===== src/ppc_pkg.sv =====
// constants, field layouts and carrier types for the port pin configuration block
package ppc_pkg;

    // geometry
    localparam int NUM_PORTS = 14;
    localparam int PORT_W    = 8;
    localparam int ADDR_W    = 7;

    // port index, upper four address bits
    localparam logic [3:0] PORT_AD    = 4'h0;
    localparam logic [3:0] PORT_A     = 4'h1;
    localparam logic [3:0] PORT_B     = 4'h2;
    localparam logic [3:0] PORT_C     = 4'h3;
    localparam logic [3:0] PORT_D     = 4'h4;
    localparam logic [3:0] PORT_E     = 4'h5;
    localparam logic [3:0] PORT_F     = 4'h6;
    localparam logic [3:0] PORT_G     = 4'h7;
    localparam logic [3:0] PORT_H     = 4'h8;
    localparam logic [3:0] PORT_P     = 4'h9;
    localparam logic [3:0] PORT_S     = 4'ha;
    localparam logic [3:0] PORT_T     = 4'hb;
    localparam logic [3:0] PORT_U     = 4'hc;
    localparam logic [3:0] PORT_V     = 4'hd;
    localparam logic [3:0] GLOBAL_IDX = 4'hf;

    // per-port register field, lower three address bits
    localparam logic [2:0] FLD_DOUT      = 3'h0;
    localparam logic [2:0] FLD_DIR       = 3'h1;
    localparam logic [2:0] FLD_PULL_EN   = 3'h2;
    localparam logic [2:0] FLD_PULL_UP   = 3'h3;
    localparam logic [2:0] FLD_PIN_IN    = 3'h4;
    localparam logic [2:0] FLD_WAKE_EN   = 3'h5;
    localparam logic [2:0] FLD_WAKE_FLAG = 3'h6;
    localparam logic [2:0] FLD_SPECIAL   = 3'h7;

    // global registers
    localparam logic [2:0] G_MODE   = 3'h0;
    localparam logic [2:0] G_CTRL   = 3'h1;
    localparam logic [2:0] G_STATUS = 3'h2;
    localparam int         CTRL_CAL_OUT_BIT  = 0;
    localparam int         STAT_PIN_RST_BIT  = 0;
    localparam int         STAT_INT_RST_BIT  = 1;

    // bonded pins of each port, index 13 down to 0
    localparam logic [NUM_PORTS-1:0][PORT_W-1:0] PIN_MASK = {
        8'hff, 8'hff, 8'hff, 8'hff, 8'hff, 8'hff, 8'hff,
        8'hff, 8'h0f, 8'hff, 8'hff, 8'h0f, 8'hff, 8'hff};

    // reset defaults and capability masks, one bit per port, then the single-bit mode reset value
    localparam logic [NUM_PORTS-1:0] PULL_EN_RST   = 14'h05f6;
    localparam logic [NUM_PORTS-1:0] PULL_UP_RST   = 14'h0400;
    localparam logic [NUM_PORTS-1:0] WAKE_PORTS    = 14'h0c01;
    localparam logic [NUM_PORTS-1:0] SPECIAL_PORTS = 14'h3400;
    localparam logic                 MODE_RST      = 1'b1;

    typedef struct packed {
        logic [PORT_W-1:0] dout;
        logic [PORT_W-1:0] dir;
        logic [PORT_W-1:0] pull_en;
        logic [PORT_W-1:0] pull_up;
    } ppc_cfg_t;

    typedef struct packed {
        logic [PORT_W-1:0] out;
        logic [PORT_W-1:0] oe;
        logic [PORT_W-1:0] pull_en;
        logic [PORT_W-1:0] pull_up;
        logic [PORT_W-1:0] slew;
    } ppc_pad_t;

    // true when a register address selects the given block and field
    function automatic logic field_hit(input logic [ADDR_W-1:0] addr,
                                       input logic [3:0]        idx,
                                       input logic [2:0]        fld);
        field_hit = (addr[ADDR_W-1:3] == idx) && (addr[2:0] == fld);
    endfunction : field_hit

endpackage : ppc_pkg


===== src/ppc_top.sv =====
// port pin configuration: pads, pulls, wake inputs, reset and mode pins
// Notes on behaviour
// reset pin active low, driven on internal reset
// mode pin captured at reset pin rising edge
// every pin has selectable, individually enabled pull
// ports A,B,D-H reset with pull-down enabled
// AD,C,P,T,U,V reset with pulls disabled
// port S resets with pull-up enabled
// AD, S, T pins are wake interrupt inputs
// port S pins individually open-drain
// ports U, V per-pin slew enable
// spi master-in pin: master input, slave output
// spi master-out pin: master output, slave input
// calibration pin drives clock or takes 1 Hz
// software pulls or drives unbonded pins; the code masks writes to unbonded bits, which stay zero
// all pin configuration returns to defaults on reset
//
// Local design decisions: the register offsets and strobed register access.
`timescale 1ns/1ps
module ppc_top (
    input  wire logic                                             clk,
    input  wire logic                                             rst_b,
    input  wire logic [ppc_pkg::ADDR_W-1:0]                       reg_addr,
    input  wire logic [7:0]                                       reg_wdata,
    input  wire logic                                             reg_wr,
    input  wire logic                                             reg_rd,
    output logic      [7:0]                                       reg_rdata,
    input  wire logic [ppc_pkg::NUM_PORTS-1:0][ppc_pkg::PORT_W-1:0] gpio_pad_in,
    output ppc_pkg::ppc_pad_t [ppc_pkg::NUM_PORTS-1:0]            gpio_pad,
    output logic                                                  wake_req,
    input  wire logic                                             reset_pin_in,
    output logic                                                  reset_pin_out,
    output logic                                                  reset_pin_oe,
    input  wire logic                                             int_reset_req,
    output logic                                                  sys_reset_req,
    input  wire logic                                             mode_select_pin,
    output logic                                                  op_mode,
    input  wire logic                                             spi_master_mode,
    input  wire logic                                             spi_mosi_tx,
    input  wire logic                                             spi_miso_tx,
    input  wire logic                                             spi_master_in_pin_in,
    output logic                                                  spi_master_in_pin_out,
    output logic                                                  spi_master_in_pin_oe,
    input  wire logic                                             spi_master_out_pin_in,
    output logic                                                  spi_master_out_pin_out,
    output logic                                                  spi_master_out_pin_oe,
    output logic                                                  spi_miso_rx,
    output logic                                                  spi_mosi_rx,
    input  wire logic                                             rtc_cal_clk,
    input  wire logic                                             cal_pin_in,
    output logic                                                  calibration_clock_out,
    output logic                                                  cal_pin_oe,
    output logic                                                  cal_ref_in
);

    localparam int NP = ppc_pkg::NUM_PORTS;
    localparam int PW = ppc_pkg::PORT_W;

    ppc_pkg::ppc_cfg_t [NP-1:0] cfg;
    logic [NP-1:0][PW-1:0]      pin_s1_reg;
    logic [NP-1:0][PW-1:0]      pin_s2_reg;
    logic [NP-1:0][PW-1:0]      pin_prev_reg;
    logic [NP-1:0][PW-1:0]      wake_en_reg;
    logic [NP-1:0][PW-1:0]      wake_flag_reg;
    logic [NP-1:0][PW-1:0]      special_reg;
    logic [NP-1:0]              wake_any;
    logic                       rst_s1_reg;
    logic                       rst_s2_reg;
    logic                       rst_prev_reg;
    logic                       mode_s1_reg;
    logic                       mode_s2_reg;
    logic                       miso_s1_reg;
    logic                       mosi_s1_reg;
    logic                       cal_s1_reg;
    logic [7:0]                 ctrl_reg;
    logic [7:0]                 status_reg;
    logic [7:0]                 rd_next;
    logic                       soft_rst;
    logic                       rst_rise;
    logic                       port_wr;

    // a low level on the pin or an internal request resets the configuration
    assign soft_rst = ~rst_s2_reg | int_reset_req;
    assign rst_rise = rst_s2_reg & ~rst_prev_reg;
    assign port_wr  = reg_wr & (reg_addr[ppc_pkg::ADDR_W-1:3] != ppc_pkg::GLOBAL_IDX);

    // basic per-port registers
    genvar p;
    generate
        for (p = 0; p < NP; p++) begin : g_port
            ppc_port_regs #(
                .PIN_MASK    (ppc_pkg::PIN_MASK[p]),
                .PULL_EN_DEF (ppc_pkg::PULL_EN_RST[p]),
                .PULL_UP_DEF (ppc_pkg::PULL_UP_RST[p])
            ) u_regs (
                .clk      (clk),
                .rst_b    (rst_b),
                .soft_rst (soft_rst),
                .wr_en    (port_wr && (reg_addr[ppc_pkg::ADDR_W-1:3] == 4'(p))),
                .field    (reg_addr[2:0]),
                .wdata    (reg_wdata),
                .cfg_reg  (cfg[p])
            );

            // wake enable and sticky wake flags, set beats write-one-to-clear
            always_ff @(posedge clk or negedge rst_b) begin
                if (!rst_b) begin
                    wake_en_reg[p]   <= 8'h00;
                    wake_flag_reg[p] <= 8'h00;
                end else if (soft_rst || !ppc_pkg::WAKE_PORTS[p]) begin
                    wake_en_reg[p]   <= 8'h00;
                    wake_flag_reg[p] <= 8'h00;
                end else begin
                    if (ppc_pkg::field_hit(reg_addr, 4'(p), ppc_pkg::FLD_WAKE_EN) && reg_wr) begin
                        wake_en_reg[p] <= reg_wdata & ppc_pkg::PIN_MASK[p];
                    end
                    wake_flag_reg[p] <= (wake_flag_reg[p]
                        & ~((ppc_pkg::field_hit(reg_addr, 4'(p), ppc_pkg::FLD_WAKE_FLAG) && reg_wr)
                            ? reg_wdata : 8'h00))
                        | (wake_en_reg[p] & pin_prev_reg[p] & ~pin_s2_reg[p]);
                end
            end

            // open-drain select on port S, slew enable on ports U and V
            always_ff @(posedge clk or negedge rst_b) begin
                if (!rst_b) begin
                    special_reg[p] <= 8'h00;
                end else if (soft_rst || !ppc_pkg::SPECIAL_PORTS[p]) begin
                    special_reg[p] <= 8'h00;
                end else if (ppc_pkg::field_hit(reg_addr, 4'(p), ppc_pkg::FLD_SPECIAL) && reg_wr) begin
                    special_reg[p] <= reg_wdata & ppc_pkg::PIN_MASK[p];
                end
            end

            // pad drive: open-drain pins never drive high, they float instead
            always_ff @(posedge clk or negedge rst_b) begin
                if (!rst_b) begin
                    gpio_pad[p] <= '0;
                end else begin
                    if (4'(p) == ppc_pkg::PORT_S) begin
                        gpio_pad[p].out  <= cfg[p].dout & ~special_reg[p];
                        gpio_pad[p].oe   <= cfg[p].dir & ~(special_reg[p] & cfg[p].dout);
                        gpio_pad[p].slew <= 8'h00;
                    end else begin
                        gpio_pad[p].out  <= cfg[p].dout;
                        gpio_pad[p].oe   <= cfg[p].dir;
                        gpio_pad[p].slew <= special_reg[p];
                    end
                    gpio_pad[p].pull_en <= cfg[p].pull_en;
                    gpio_pad[p].pull_up <= cfg[p].pull_up;
                end
            end

            assign wake_any[p] = |(wake_flag_reg[p] & wake_en_reg[p]);
        end
    endgenerate

    // two-stage synchronisers for pad inputs, plus an edge history stage
    always_ff @(posedge clk or negedge rst_b) begin
        if (!rst_b) begin
            pin_s1_reg   <= '0;
            pin_s2_reg   <= '0;
            pin_prev_reg <= '0;
        end else begin
            pin_s1_reg   <= gpio_pad_in;
            pin_s2_reg   <= pin_s1_reg;
            pin_prev_reg <= pin_s2_reg;
        end
    end

    // wake request leaves the block on a flop
    always_ff @(posedge clk or negedge rst_b) begin
        if (!rst_b) begin
            wake_req <= 1'b0;
        end else begin
            wake_req <= |wake_any;
        end
    end

    // reset pin: synchronised input, low drive while an internal reset runs
    always_ff @(posedge clk or negedge rst_b) begin
        if (!rst_b) begin
            rst_s1_reg    <= 1'b0;
            rst_s2_reg    <= 1'b0;
            rst_prev_reg  <= 1'b0;
            reset_pin_out <= 1'b0;
            reset_pin_oe  <= 1'b0;
            sys_reset_req <= 1'b1;
        end else begin
            rst_s1_reg    <= reset_pin_in;
            rst_s2_reg    <= rst_s1_reg;
            rst_prev_reg  <= rst_s2_reg;
            reset_pin_out <= 1'b0;
            reset_pin_oe  <= int_reset_req;
            sys_reset_req <= soft_rst;
        end
    end

    // mode select pin latched when the reset pin rises
    always_ff @(posedge clk or negedge rst_b) begin
        if (!rst_b) begin
            mode_s1_reg <= ppc_pkg::MODE_RST;
            mode_s2_reg <= ppc_pkg::MODE_RST;
            op_mode     <= ppc_pkg::MODE_RST;
        end else begin
            mode_s1_reg <= mode_select_pin;
            mode_s2_reg <= mode_s1_reg;
            if (rst_rise) begin
                op_mode <= mode_s2_reg;
            end
        end
    end

    // reset cause status, sticky until cleared by writing ones
    always_ff @(posedge clk or negedge rst_b) begin
        if (!rst_b) begin
            status_reg <= 8'h00;
        end else begin
            status_reg <= (status_reg & ~((ppc_pkg::field_hit(reg_addr, ppc_pkg::GLOBAL_IDX,
                                             ppc_pkg::G_STATUS) && reg_wr) ? reg_wdata : 8'h00))
                        | {6'h00, int_reset_req, ~rst_s2_reg & ~int_reset_req};
        end
    end

    // global control: calibration pin direction
    always_ff @(posedge clk or negedge rst_b) begin
        if (!rst_b) begin
            ctrl_reg <= 8'h00;
        end else if (soft_rst) begin
            ctrl_reg <= 8'h00;
        end else if (ppc_pkg::field_hit(reg_addr, ppc_pkg::GLOBAL_IDX, ppc_pkg::G_CTRL) && reg_wr) begin
            ctrl_reg <= {7'h00, reg_wdata[ppc_pkg::CTRL_CAL_OUT_BIT]};
        end
    end

    // spi data pins follow master or slave role
    always_ff @(posedge clk or negedge rst_b) begin
        if (!rst_b) begin
            spi_master_in_pin_out  <= 1'b0;
            spi_master_in_pin_oe   <= 1'b0;
            spi_master_out_pin_out <= 1'b0;
            spi_master_out_pin_oe  <= 1'b0;
            miso_s1_reg            <= 1'b0;
            mosi_s1_reg            <= 1'b0;
            spi_miso_rx            <= 1'b0;
            spi_mosi_rx            <= 1'b0;
        end else begin
            spi_master_in_pin_out  <= spi_miso_tx;
            spi_master_in_pin_oe   <= ~spi_master_mode;
            spi_master_out_pin_out <= spi_mosi_tx;
            spi_master_out_pin_oe  <= spi_master_mode;
            miso_s1_reg            <= spi_master_in_pin_in;
            mosi_s1_reg            <= spi_master_out_pin_in;
            spi_miso_rx            <= miso_s1_reg;
            spi_mosi_rx            <= mosi_s1_reg;
        end
    end

    // calibration pin: clock out, or synchronised 1 Hz reference in
    always_ff @(posedge clk or negedge rst_b) begin
        if (!rst_b) begin
            calibration_clock_out <= 1'b0;
            cal_pin_oe            <= 1'b0;
            cal_s1_reg            <= 1'b0;
            cal_ref_in            <= 1'b0;
        end else begin
            calibration_clock_out <= rtc_cal_clk;
            cal_pin_oe            <= ctrl_reg[ppc_pkg::CTRL_CAL_OUT_BIT];
            cal_s1_reg            <= cal_pin_in;
            cal_ref_in            <= cal_s1_reg;
        end
    end

    // read multiplexer; unmapped addresses read zero
    always_comb begin
        rd_next = 8'h00;
        if (reg_addr[ppc_pkg::ADDR_W-1:3] == ppc_pkg::GLOBAL_IDX) begin
            unique case (reg_addr[2:0])
                ppc_pkg::G_MODE:   rd_next = {7'h00, op_mode};
                ppc_pkg::G_CTRL:   rd_next = ctrl_reg;
                ppc_pkg::G_STATUS: rd_next = status_reg;
                default:           rd_next = 8'h00;
            endcase
        end else if (reg_addr[ppc_pkg::ADDR_W-1:3] < 4'(NP)) begin
            unique case (reg_addr[2:0])
                ppc_pkg::FLD_DOUT:      rd_next = cfg[reg_addr[6:3]].dout;
                ppc_pkg::FLD_DIR:       rd_next = cfg[reg_addr[6:3]].dir;
                ppc_pkg::FLD_PULL_EN:   rd_next = cfg[reg_addr[6:3]].pull_en;
                ppc_pkg::FLD_PULL_UP:   rd_next = cfg[reg_addr[6:3]].pull_up;
                ppc_pkg::FLD_PIN_IN:    rd_next = pin_s2_reg[reg_addr[6:3]]
                                                  & ppc_pkg::PIN_MASK[reg_addr[6:3]];
                ppc_pkg::FLD_WAKE_EN:   rd_next = wake_en_reg[reg_addr[6:3]];
                ppc_pkg::FLD_WAKE_FLAG: rd_next = wake_flag_reg[reg_addr[6:3]];
                ppc_pkg::FLD_SPECIAL:   rd_next = special_reg[reg_addr[6:3]];
            endcase
        end
    end

    // read data stand only in the cycle after the strobe
    always_ff @(posedge clk or negedge rst_b) begin
        if (!rst_b) begin
            reg_rdata <= 8'h00;
        end else begin
            reg_rdata <= reg_rd ? rd_next : 8'h00;
        end
    end

    a_reset_pin_drive: assert property (@(posedge clk) disable iff (!rst_b)
        int_reset_req |=> (reset_pin_oe && !reset_pin_out && sys_reset_req))
        else $error("reset pin not driven low on internal reset");

    a_mode_latch_edge: assert property (@(posedge clk) disable iff (!rst_b)
        (!rst_s2_reg ##1 rst_s2_reg) |=> (op_mode == $past(mode_s2_reg)))
        else $error("mode bit not captured at reset pin rise");

    a_pull_follows_cfg: assert property (@(posedge clk) disable iff (!rst_b)
        1'b1 |=> (gpio_pad[0].pull_en == $past(cfg[0].pull_en)
                  && gpio_pad[0].pull_up == $past(cfg[0].pull_up)))
        else $error("pull pad controls do not follow configuration");

    a_pull_down_default: assert property (@(posedge clk) disable iff (!rst_b)
        soft_rst |=> (cfg[ppc_pkg::PORT_A].pull_en == 8'hff && cfg[ppc_pkg::PORT_B].pull_en == 8'h0f
                      && cfg[ppc_pkg::PORT_A].pull_up == 8'h00))
        else $error("pull-down default missing after reset");

    a_pull_off_default: assert property (@(posedge clk) disable iff (!rst_b)
        soft_rst |=> (cfg[ppc_pkg::PORT_C].pull_en == 8'h00 && cfg[ppc_pkg::PORT_T].pull_en == 8'h00))
        else $error("pull devices not disabled after reset");

    a_pull_up_default: assert property (@(posedge clk) disable iff (!rst_b)
        soft_rst |=> (cfg[ppc_pkg::PORT_S].pull_en == 8'hff && cfg[ppc_pkg::PORT_S].pull_up == 8'hff))
        else $error("port S pull-up default missing after reset");

    a_wake_flag_set: assert property (@(posedge clk) disable iff (!rst_b)
        (!soft_rst && (wake_en_reg[ppc_pkg::PORT_S] & pin_prev_reg[ppc_pkg::PORT_S]
                       & ~pin_s2_reg[ppc_pkg::PORT_S]) != 8'h00)
        |=> ##1 wake_req)
        else $error("wake edge did not raise wake request");

    a_open_drain_low: assert property (@(posedge clk) disable iff (!rst_b)
        1'b1 |=> ((gpio_pad[ppc_pkg::PORT_S].out & $past(special_reg[ppc_pkg::PORT_S])) == 8'h00))
        else $error("open-drain pin driven high");

    a_slew_follow: assert property (@(posedge clk) disable iff (!rst_b)
        1'b1 |=> (gpio_pad[ppc_pkg::PORT_U].slew == $past(special_reg[ppc_pkg::PORT_U])))
        else $error("slew enable does not follow its register");

    a_spi_pin_dir: assert property (@(posedge clk) disable iff (!rst_b)
        $changed(spi_master_mode) |=> (spi_master_in_pin_oe != spi_master_out_pin_oe)
                                      && (spi_master_out_pin_oe == $past(spi_master_mode)))
        else $error("spi data pin direction wrong for role");

    a_cal_pin_dir: assert property (@(posedge clk) disable iff (!rst_b)
        (ctrl_reg[ppc_pkg::CTRL_CAL_OUT_BIT] && !soft_rst) [*2] |-> cal_pin_oe)
        else $error("calibration pin not driving in output mode");

endmodule : ppc_top


===== src/ppc_port_regs.sv =====
// basic configuration registers of one general-purpose port
`timescale 1ns/1ps
module ppc_port_regs #(
    parameter logic [7:0] PIN_MASK    = 8'hff,
    parameter logic       PULL_EN_DEF = 1'b0,
    parameter logic       PULL_UP_DEF = 1'b0
) (
    input  wire logic            clk,
    input  wire logic            rst_b,
    input  wire logic            soft_rst,
    input  wire logic            wr_en,
    input  wire logic [2:0]      field,
    input  wire logic [7:0]      wdata,
    output ppc_pkg::ppc_cfg_t    cfg_reg
);

    localparam logic [7:0] PULL_EN_VAL = PULL_EN_DEF ? PIN_MASK : 8'h00;
    localparam logic [7:0] PULL_UP_VAL = PULL_UP_DEF ? PIN_MASK : 8'h00;

    // unbonded bits stay zero; every reset brings the defaults back
    always_ff @(posedge clk or negedge rst_b) begin
        if (!rst_b) begin
            cfg_reg.dout    <= 8'h00;
            cfg_reg.dir     <= 8'h00;
            cfg_reg.pull_en <= PULL_EN_VAL;
            cfg_reg.pull_up <= PULL_UP_VAL;
        end else if (soft_rst) begin
            cfg_reg.dout    <= 8'h00;
            cfg_reg.dir     <= 8'h00;
            cfg_reg.pull_en <= PULL_EN_VAL;
            cfg_reg.pull_up <= PULL_UP_VAL;
        end else if (wr_en) begin
            unique case (field)
                ppc_pkg::FLD_DOUT:    cfg_reg.dout    <= wdata & PIN_MASK;
                ppc_pkg::FLD_DIR:     cfg_reg.dir     <= wdata & PIN_MASK;
                ppc_pkg::FLD_PULL_EN: cfg_reg.pull_en <= wdata & PIN_MASK;
                ppc_pkg::FLD_PULL_UP: cfg_reg.pull_up <= wdata & PIN_MASK;
                default: ;
            endcase
        end
    end

endmodule : ppc_port_regs


===== config.mk =====
export PLATFORM = sky130hd
export DESIGN_NAME = ppc_top
export DESIGN_NICKNAME = d
export VERILOG_FILES = /design/src/ppc_pkg.sv /design/src/ppc_top.sv /design/src/ppc_port_regs.sv
export SDC_FILE = /design/constraint.sdc
export NUM_CORES = 1
export LEC_CHECK = 0
export BUFFER_PORTS_ARGS = -buffer_cell sky130_fd_sc_hd__buf_2
export CORE_ASPECT_RATIO = 0.6
export CORE_MARGIN = 4
export CORE_UTILIZATION = 51
export DETAILED_ROUTE_END_ITERATION = 8
export PLACE_DENSITY = 0.75
export RECOVER_POWER = 100
export SYNTH_ARGS = -nofsm -noshare
export SYNTH_HDL_FRONTEND = slang
export SYNTH_HIERARCHICAL = 1
export SYNTH_SLANG_ARGS = --single-unit

===== constraint.sdc =====
create_clock -name clk -period 2.9 [get_ports clk]
set_input_delay 0.145 -clock clk [delete_from_list [all_inputs] [get_ports clk]]
set_output_delay 0.145 -clock clk [all_outputs]
set_load 0.05 [all_outputs]

==> results_tabular.tex, run 1 <==
\begin{tabular}{lr}
\hline
Metric & Value \\
\hline
\multicolumn{2}{l}{\textbf{Power}} \\
\quad Worst supply voltage drop on vdd & 0.0006097 V \\
\quad Ratio of total power to cell area & 611.8 nW/um2 \\
\quad Cell leakage power & 26.59 nW \\
\multicolumn{2}{l}{\textbf{Floorplanning}} \\
\quad Number of core rows & 87 \\
\quad Top-Level Pins & 723 \\
\quad Die outline width & 405.3 um \\
\quad Die H & 246.4 um \\
\quad Starting utilization of the core area & 51.41\% \\
\quad Area of the die & 99850 um2 \\
\quad Std-Cell Core Area & 93940 um2 \\
\multicolumn{2}{l}{\textbf{Final layout}} \\
\quad Area Overhead vs Synth & 18.95\% \\
\quad Flip-flop count of the largest register, all copies and words added & 464 \\
\quad Number of standard cells in the layout, taps in and fillers out & 5760 \\
\quad Fin nets & 4560 \\
\quad Ratio of cells with drive above 1 in the final layout & 13.27\% \\
\multicolumn{2}{l}{\textbf{CTS}} \\
\quad Sink Count & 1236 \\
\quad Number of buffers created by CTS & 108 \\
\quad Clock slew seen by the registers of the worst setup and hold paths & 70 ps \\
\quad Clock Tree Buf Depth & 3 \\
\quad Clock H-tree levels & 3 \\
\quad Post-CTS Setup Inserts & 0 \\
\quad Clock tree from TritonCTS & done \\
\quad Later-pin clock latency in the skew report & 720 ps \\
\quad Master cell of the clock root buffer & sky130\_fd\_sc\_hd\_\_clkbuf\_16 \\
\multicolumn{2}{l}{\textbf{Placed design}} \\
\quad Routability Congestion & 1.047 \\
\quad Buffers on Ports & 624 \\
\quad Number of placed instances with taps included & 5425 \\
\quad Half-perimeter wire length of the detailed placement result & 129.1 mm \\
\multicolumn{2}{l}{\textbf{Synth}} \\
\quad Distinct cells, synth & 70 \\
\quad Register bit total from synthesis & 1236 \\
\quad Number of warnings printed during yosys synthesis & 6 \\
\quad Post-synth design cell area & 48300 um2 \\
\quad Share of flip-flops with an asynchronous set or reset & 100.0\% \\
\quad Synth Area per Inst & 13.56 um2 \\
\quad Sequential area share after synthesis & 64.21\% \\
\quad Most common flop cell mapped by yosys & sky130\_fd\_sc\_hd\_\_dfrtp\_1 \\
\quad EDFF count, synth & 0 \\
\quad Cell count after synthesis & 3561 \\
\multicolumn{2}{l}{\textbf{Detailed routing}} \\
\quad Detailed-routing iteration count for the pre-antenna-repair pass & 9 \\
\quad Drt drc & 0 \\
\quad DRT iter0 DRCs & 3784 \\
\quad Avg WL per Cell & 30.46 um \\
\quad Via count & 33220 \\
\quad Residual antenna-violating net count after detailed routing & 0 \\
\quad Vias/cell & 5.768 \\
\quad Total wirelength of the detailed-routed design & 175.5 mm \\
\multicolumn{2}{l}{\textbf{Global routing}} \\
\quad Global-route wire length before repair & 246.5 mm \\
\quad Initial antenna violation count & 6 \\
\quad Overflow after GRT & 0 \\
\quad Maximum number of pins on one net before global-route repair & 121 \\
\quad Vias in the first global route & 33660 \\
\quad Total global routing track utilization & 34.97\% \\
\multicolumn{2}{l}{\textbf{Run status}} \\
\quad Violations in the final reports & max-capacitance violations, max-slew violations \\
\quad Status & finished with violations \\
\multicolumn{2}{l}{\textbf{Timing}} \\
\quad Worst slew pin tran & 2226 ps \\
\quad Slew headroom & -48.37\% \\
\quad Final Max Tran Viols & 107 \\
\quad Period utilization & 90.13\% \\
\quad Unrepaired setup endpoints after global routing & false \\
\quad Setup violation total in the final timing report & 0 \\
\quad Setup TNS Final & 0 ps \\
\quad Highest attainable clock frequency & 0.3826 GHz \\
\quad Minimum period implied by the final worst setup slack & 2614 ps \\
\quad Final setup skew & 24.41 ps \\
\quad Final Hold Fails & 0 \\
\multicolumn{2}{l}{\textbf{Worst hold path}} \\
\quad Path category of the worst min-delay check & in -> reg \\
\multicolumn{2}{l}{\textbf{Setup path}} \\
\quad Critical Path Source Type & input port \\
\quad Arrival time at the worst endpoint & 3230 ps \\
\quad Element type at the critical path end & register \\
\quad Biggest fanout along the worst timing path & 70 \\
\quad Critical path type & in -> reg \\
\quad Required time of the critical path & 3520 ps \\
\multicolumn{2}{l}{\textbf{Flow run}} \\
\quad Maximum capacitance violations & 1 \\
\hline
\end{tabular}
==> report_power, final <==
part           internal (mW)  switching, mW
combinational          0.732           1.84
sequential              17.5          0.116
clock                   8.27           6.73
total                   26.5           8.69
==> cell usage after synthesis, types with 17 or more instances <==
library cell                  n  area share (%)
sky130_fd_sc_hd__a21oi_1     91            0.94
sky130_fd_sc_hd__a22oi_1     42            0.65
sky130_fd_sc_hd__a32oi_1     22            0.40
sky130_fd_sc_hd__buf_2       65            0.67
sky130_fd_sc_hd__buf_4      148             2.3
sky130_fd_sc_hd__buf_6       29            0.68
sky130_fd_sc_hd__clkbuf_1    97            0.75
sky130_fd_sc_hd__dfrtp_1   1168              61
sky130_fd_sc_hd__dfstp_2     68             3.7
sky130_fd_sc_hd__inv_1       34            0.26
sky130_fd_sc_hd__mux2i_1    512              11
sky130_fd_sc_hd__mux4_2      74             3.5
sky130_fd_sc_hd__nand2_1    106            0.82
sky130_fd_sc_hd__nand2b_1   436             5.6
sky130_fd_sc_hd__nand3_1     34            0.35
sky130_fd_sc_hd__nand3b_1    27            0.42
sky130_fd_sc_hd__nor2_1     243             1.9
sky130_fd_sc_hd__nor2b_1     17            0.22
sky130_fd_sc_hd__o21ai_0     51            0.53
sky130_fd_sc_hd__o22ai_1     40            0.52
sky130_fd_sc_hd__o32ai_1     19            0.34
==> layer usage <==
layer  track usage [%]  share of wire (%)  up-vias
li1                  -                  -    13800
met1             47.77                 40    17210
met5                 0              0.022        -
met4             13.19                4.3        6
met2             51.03                 44     1827
met3             13.44                 12      383
==> final timing paths <==
check	from	end	slack (ps)	depth (start not counted)
max	reg_addr[1]	g_port[9].u_regs/cfg_reg[19]	290	6
min	spi_mosi_tx	spi_master_out_pin_out	70	2
max reg2reg	rst_s2_reg	g_port[1].u_regs/cfg_reg[2]	440	5
min reg2reg	pin_s1_reg[61]	pin_s2_reg[61]	340	0
max in group asynchronous	rst_b	pin_s1_reg[44]	520	3
min in group asynchronous	rst_b	cal_ref_in	570	2
==> layout by cell type (no fill, tap or decap), types with 51 or more instances in the layout <==
| cell type | Yosys | routed |
|---|---|---|
| sky130_fd_sc_hd__clkbuf_16 | 0 | 109 |
| sky130_fd_sc_hd__mux4_2 | 74 | 74 |
| sky130_fd_sc_hd__o21ai_0 | 51 | 51 |
| sky130_fd_sc_hd__dfstp_1 | 0 | 64 |
| sky130_fd_sc_hd__conb_1 | 3 | 129 |
| sky130_fd_sc_hd__nor2_1 | 243 | 243 |
| sky130_fd_sc_hd__dlygate4sd3_1 | 0 | 130 |
| sky130_fd_sc_hd__nand2b_1 | 436 | 435 |
| sky130_fd_sc_hd__buf_2 | 65 | 97 |
| sky130_fd_sc_hd__buf_4 | 148 | 141 |
| sky130_fd_sc_hd__dfrtp_1 | 1168 | 1168 |
| sky130_fd_sc_hd__clkbuf_1 | 97 | 558 |
| sky130_fd_sc_hd__nand2_1 | 106 | 106 |
| sky130_fd_sc_hd__a21oi_1 | 91 | 91 |
| sky130_fd_sc_hd__mux2i_1 | 512 | 512 |
==> final cells by class <==
| cell class | instances | area (um2) |
|---|---|---|
| Fill cell | 7438 | 36490 |
| Clock buffer | 139 | 3010 |
| Inverter | 34 | 127.6 |
| Sequential cell | 1236 | 31010 |
| Tap cell | 1246 | 1559 |
| Antenna cell | 7 | 17.52 |
| Timing Repair Buffer | 965 | 5624 |
| Multi-Input combinational cell | 2074 | 15450 |
| Clock inverter | 59 | 644.4 |
==> metrics by stage <==
stage | cell area, um2 | total power [mW] | setup slack (ps) | hold WS [ps] | utilization (%)
final | 57450 | 35.15 | 286.2 | 65.63 | 61.16
after global routing | 57440 | 36.16 | 269.2 | 36.00 | 61.14
after CTS | 58310 | 35.23 | 646.5 | 12.30 | 62.07
after detailed placement | 53350 | 20.31 | 208.8 | 217.0 | 56.79
after global placement | 53350 | 20.29 | 244.5 | 221.1 | 56.79
after floorplan | 48770 | 19.19 | 199.7 | -150.6 | -
==> worst max-delay path, cell delays in order <==
cell                            delay (ps)
sky130_fd_sc_hd__dlygate4sd3_1         630
sky130_fd_sc_hd__buf_2                 250
sky130_fd_sc_hd__clkbuf_2             1080
sky130_fd_sc_hd__nand4bb_1             240
sky130_fd_sc_hd__clkbuf_1              540
sky130_fd_sc_hd__mux2i_1               300
==> what timing repair did <==
item                                    CTS  global route
endpoints found under the setup margin    0             0
endpoints found under the hold margin   302             0
hold buffers                            130             0
gates resized for setup                   0             0
==> cells by family (layout without fill, tap and decap cells) <==
kind of cell           after synthesis  after routing  share of synthesized area, %
DFF                               1236           1236                         64.21
buffers and inverters              377           1197                         4.702
other                                3            136                       0.02331
muxes                              598            598                         14.34
AOI/OAI and AO/OA                  352            352                         4.901
and+or+nand+nor                    995            995                         11.82
Note: power is estimated with default switching activity, not from simulation.
==> inputs of run 2 (changes only) <==
BUFFER_PORTS_ARGS = default   (was -buffer_cell sky130_fd_sc_hd__buf_2)
CAP_MARGIN = 10   (was default)
CORE_UTILIZATION = 57   (was 51)
DONT_BUFFER_PORTS = 1   (was default)
==> run 2 against run 1 <==
Net effect:
- die area decreased by 10%
- worst hold slack got worse by 270 ps
- the run ends with negative hold slack, max-capacitance violations, max-slew violations left
- power decreased by 0.16%
- largest cell class unchanged
- global-route usage increased by 3.3 points
- critical path depth increased by 1
- clock power about the same
- highest routed layer unchanged
==> results_tabular.tex, run 2 (synthesis results as in run 1) <==
\begin{tabular}{lr}
\hline
Metric & Value \\
\hline
\multicolumn{2}{l}{\textbf{Run status}} \\
\quad Status & finished with violations \\
\quad Violations in the final reports & negative hold slack, max-capacitance violations, max-slew violations \\
\multicolumn{2}{l}{\textbf{Timing}} \\
\quad Final setup skew & 39.75 ps \\
\quad Final worst-path setup slack & 60.29 ps \\
\quad Worst slew pin tran & 2524 ps \\
\quad Slew headroom & -68.24\% \\
\quad Worst hold margin & -205.3 ps \\
\quad Final Max Tran Viols & 303 \\
\quad Setup violation total in the final timing report & 0 \\
\quad Unrepaired setup endpoints after global routing & false \\
\quad Setup TNS Final & 0 ps \\
\quad Highest attainable clock frequency & 0.3521 GHz \\
\quad Period utilization & 97.92\% \\
\quad Minimum period implied by the final worst setup slack & 2840 ps \\
\quad Final Hold Fails & 139 \\
\multicolumn{2}{l}{\textbf{Final layout}} \\
\quad Top library cells by usage in the layout, fill and taps aside & 1168 x sky130\_fd\_sc\_hd\_\_dfrtp\_1, 512 x sky130\_fd\_sc\_hd\_\_mux2i\_1, 435 x sky130\_fd\_sc\_hd\_\_nand2b\_1 \\
\quad Fin nets & 3934 \\
\quad Fin area & 55270 um2 \\
\quad Flip-flop count of the largest register, all copies and words added & 464 \\
\quad Area Overhead vs Synth & 14.44\% \\
\quad Commonest non-fill, non-tap cell in the layout & sky130\_fd\_sc\_hd\_\_dfrtp\_1 \\
\quad Ratio of cells with drive above 1 in the final layout & 9.918\% \\
\multicolumn{2}{l}{\textbf{CTS}} \\
\quad Master cell of the clock root buffer & sky130\_fd\_sc\_hd\_\_clkbuf\_16 \\
\quad Number of buffers created by CTS & 105 \\
\quad Clock Tree Buf Depth & 3 \\
\quad Later-pin clock latency in the skew report & 720 ps \\
\quad Clock tree from TritonCTS & done \\
\quad Clock H-tree levels & 3 \\
\quad Sink Count & 1236 \\
\quad Post-CTS Setup Inserts & 0 \\
\quad Clock slew seen by the registers of the worst setup and hold paths & 70 ps \\
\multicolumn{2}{l}{\textbf{Setup path}} \\
\quad Highest cell delay on the worst timing path & 980 ps \\
\quad Dominant delay contributor by cell family on the critical path & buffers and inverters \\
\quad Required time of the critical path & 3520 ps \\
\quad Most repeated library cell on the critical path & sky130\_fd\_sc\_hd\_\_dlygate4sd3\_1 \\
\quad Critical Path Slowest Stage Cell & sky130\_fd\_sc\_hd\_\_dlygate4sd3\_1 \\
\quad Chain of cells forming the critical path & dlygate4sd3\_1 > inv\_1 > clkbuf\_2 > nor3\_1 > and4bb\_2 > dlygate4sd3\_1 > mux2i\_1 \\
\quad Element type at the critical path end & register \\
\quad Critical path type & in -> reg \\
\quad Total buffers and inverters traversed by the critical path & 4 \\
\quad Critical Path Source Type & input port \\
\quad Biggest fanout along the worst timing path & 44 \\
\quad Arrival time at the worst endpoint & 3460 ps \\
\multicolumn{2}{l}{\textbf{Global routing}} \\
\quad Global routing usage on met3 & 13.17\% \\
\quad Overflow after GRT & 0 \\
\quad Met1 layer usage reported by global route & 54.86\% \\
\quad GR peak layer & met1 \\
\quad Maximum number of pins on one net before global-route repair & 1237 \\
\quad Total global routing track utilization & 38.29\% \\
\quad Initial antenna violation count & 16 \\
\quad Vias in the first global route & 30980 \\
\quad Global-route wire length before repair & 240.4 mm \\
\quad Met2 Resource Use GR & 54.76\% \\
\multicolumn{2}{l}{\textbf{Floorplanning}} \\
\quad Std-Cell Core Area & 83720 um2 \\
\quad Starting utilization of the core area & 57.69\% \\
\quad Die H & 233.5 um \\
\quad Die outline width & 383.8 um \\
\quad Number of core rows & 82 \\
\quad Area of the die & 89610 um2 \\
\quad Top-Level Pins & 723 \\
\multicolumn{2}{l}{\textbf{Detailed routing}} \\
\quad DRT iter0 DRCs & 3788 \\
\quad Total wirelength of the detailed-routed design & 173.3 mm \\
\quad Residual antenna-violating net count after detailed routing & 0 \\
\quad Vias/cell & 6.280 \\
\quad Avg WL per Cell & 34.51 um \\
\quad Via count & 31530 \\
\quad Drt drc & 0 \\
\quad Detailed-routing iteration count for the pre-antenna-repair pass & 8 \\
\multicolumn{2}{l}{\textbf{Placed design}} \\
\quad Half-perimeter wire length of the detailed placement result & 111.3 mm \\
\quad Routability Congestion & 0.9806 \\
\quad Buffers on Ports & 0 \\
\quad Placed Area & 48530 um2 \\
\quad Pre-CTS setup slack & 514.0 ps \\
\multicolumn{2}{l}{\textbf{Worst hold path}} \\
\quad Path category of the worst min-delay check & in -> async \\
\multicolumn{2}{l}{\textbf{Power}} \\
\quad Worst supply voltage drop on vdd & 0.0006487 V \\
\quad Ratio of total power to cell area & 634.9 nW/um2 \\
\quad Cell leakage power & 25.59 nW \\
\multicolumn{2}{l}{\textbf{Flow run}} \\
\quad Maximum capacitance violations & 2 \\
\hline
\end{tabular}
## run 2: changes by cell type in the layout (fill, tap and decap cells not counted), sizes merged
cell	delta
clkdlybuf4s25	+3
dlygate4sd3	+134
buf	-207
clkbuf	-542
clkinvlp	-11
clkinv	-5
bufinv	+3
diode	-2
## run 2: metrics by stage
step | util, % | power (mW) | std cells | hold WS [ps]
floorplan | - | 19.19 | 3687 | -150.6
global placement | 57.97 | 19.25 | 4533 | -122.3
detailed placement | 57.97 | 19.26 | 4533 | -119.4
CTS | 65.88 | 34.64 | 5005 | -890.1
global route | 66.01 | 36.03 | 5017 | -71.32
finish | 66.02 | 35.09 | 5021 | -205.3
## run 2: final timing paths
| path | end | start | slack [ps] | cells after the start |
|---|---|---|---|---|
| max | g_port[5].u_regs/cfg_reg[11] | reg_addr[5] | 60 | 7 |
| min reg2reg | pin_s2_reg[29] | pin_s1_reg[29] | 330 | 0 |
| min | spi_miso_rx | rst_b | -210 | 3 |
| min in group clk | pin_s1_reg[63] | gpio_pad_in[63] | 20 | 1 |
| max reg2reg | reg_rdata[3] | g_port[7].u_regs/cfg_reg[11] | 100 | 6 |
| max in group asynchronous | pin_s1_reg[42] | rst_b | 400 | 5 |
## run 2: worst min-delay path, delay by kind of cell
kind	cells	cell delay (ps)
buffers and inverters	3	880
## run 2: area by class of cell
class / instances / area (um2)
multi-input cells: 2074 / 15490
flip-flops and latches: 1236 / 31010
well taps: 1134 / 1419
diodes: 5 / 12.51
clock inverters: 46 / 605.6
clock buffers: 150 / 3059
inverters: 34 / 127.6
fillers: 5967 / 28450
repair buffers: 342 / 3546
## run 2: repair_timing
item / 4_1_cts / 5_1_grt
hold buffers: 276 / 5
resized for setup: 0 / 2
endpoints found under the setup margin: 0 / 1
hold endpoints to repair: 1863 / 433
## run 2: per-layer routing
metal | routed length (um) | share of wire (%)
met2 | 75550 | 44
met4 | 7142 | 4.1
met5 | 145 | 0.084
met1 | 69660 | 40
met3 | 20790 | 12
## run 2: power by group
group	leakage [nW]	total, mW	switching, mW	internal (mW)
Combinational	7.88	2.17	1.48	0.689
Clock	1.79	15.2	6.65	8.54
Sequential	15.9	17.7	0.284	17.5
Total	25.6	35.1	8.41	26.7
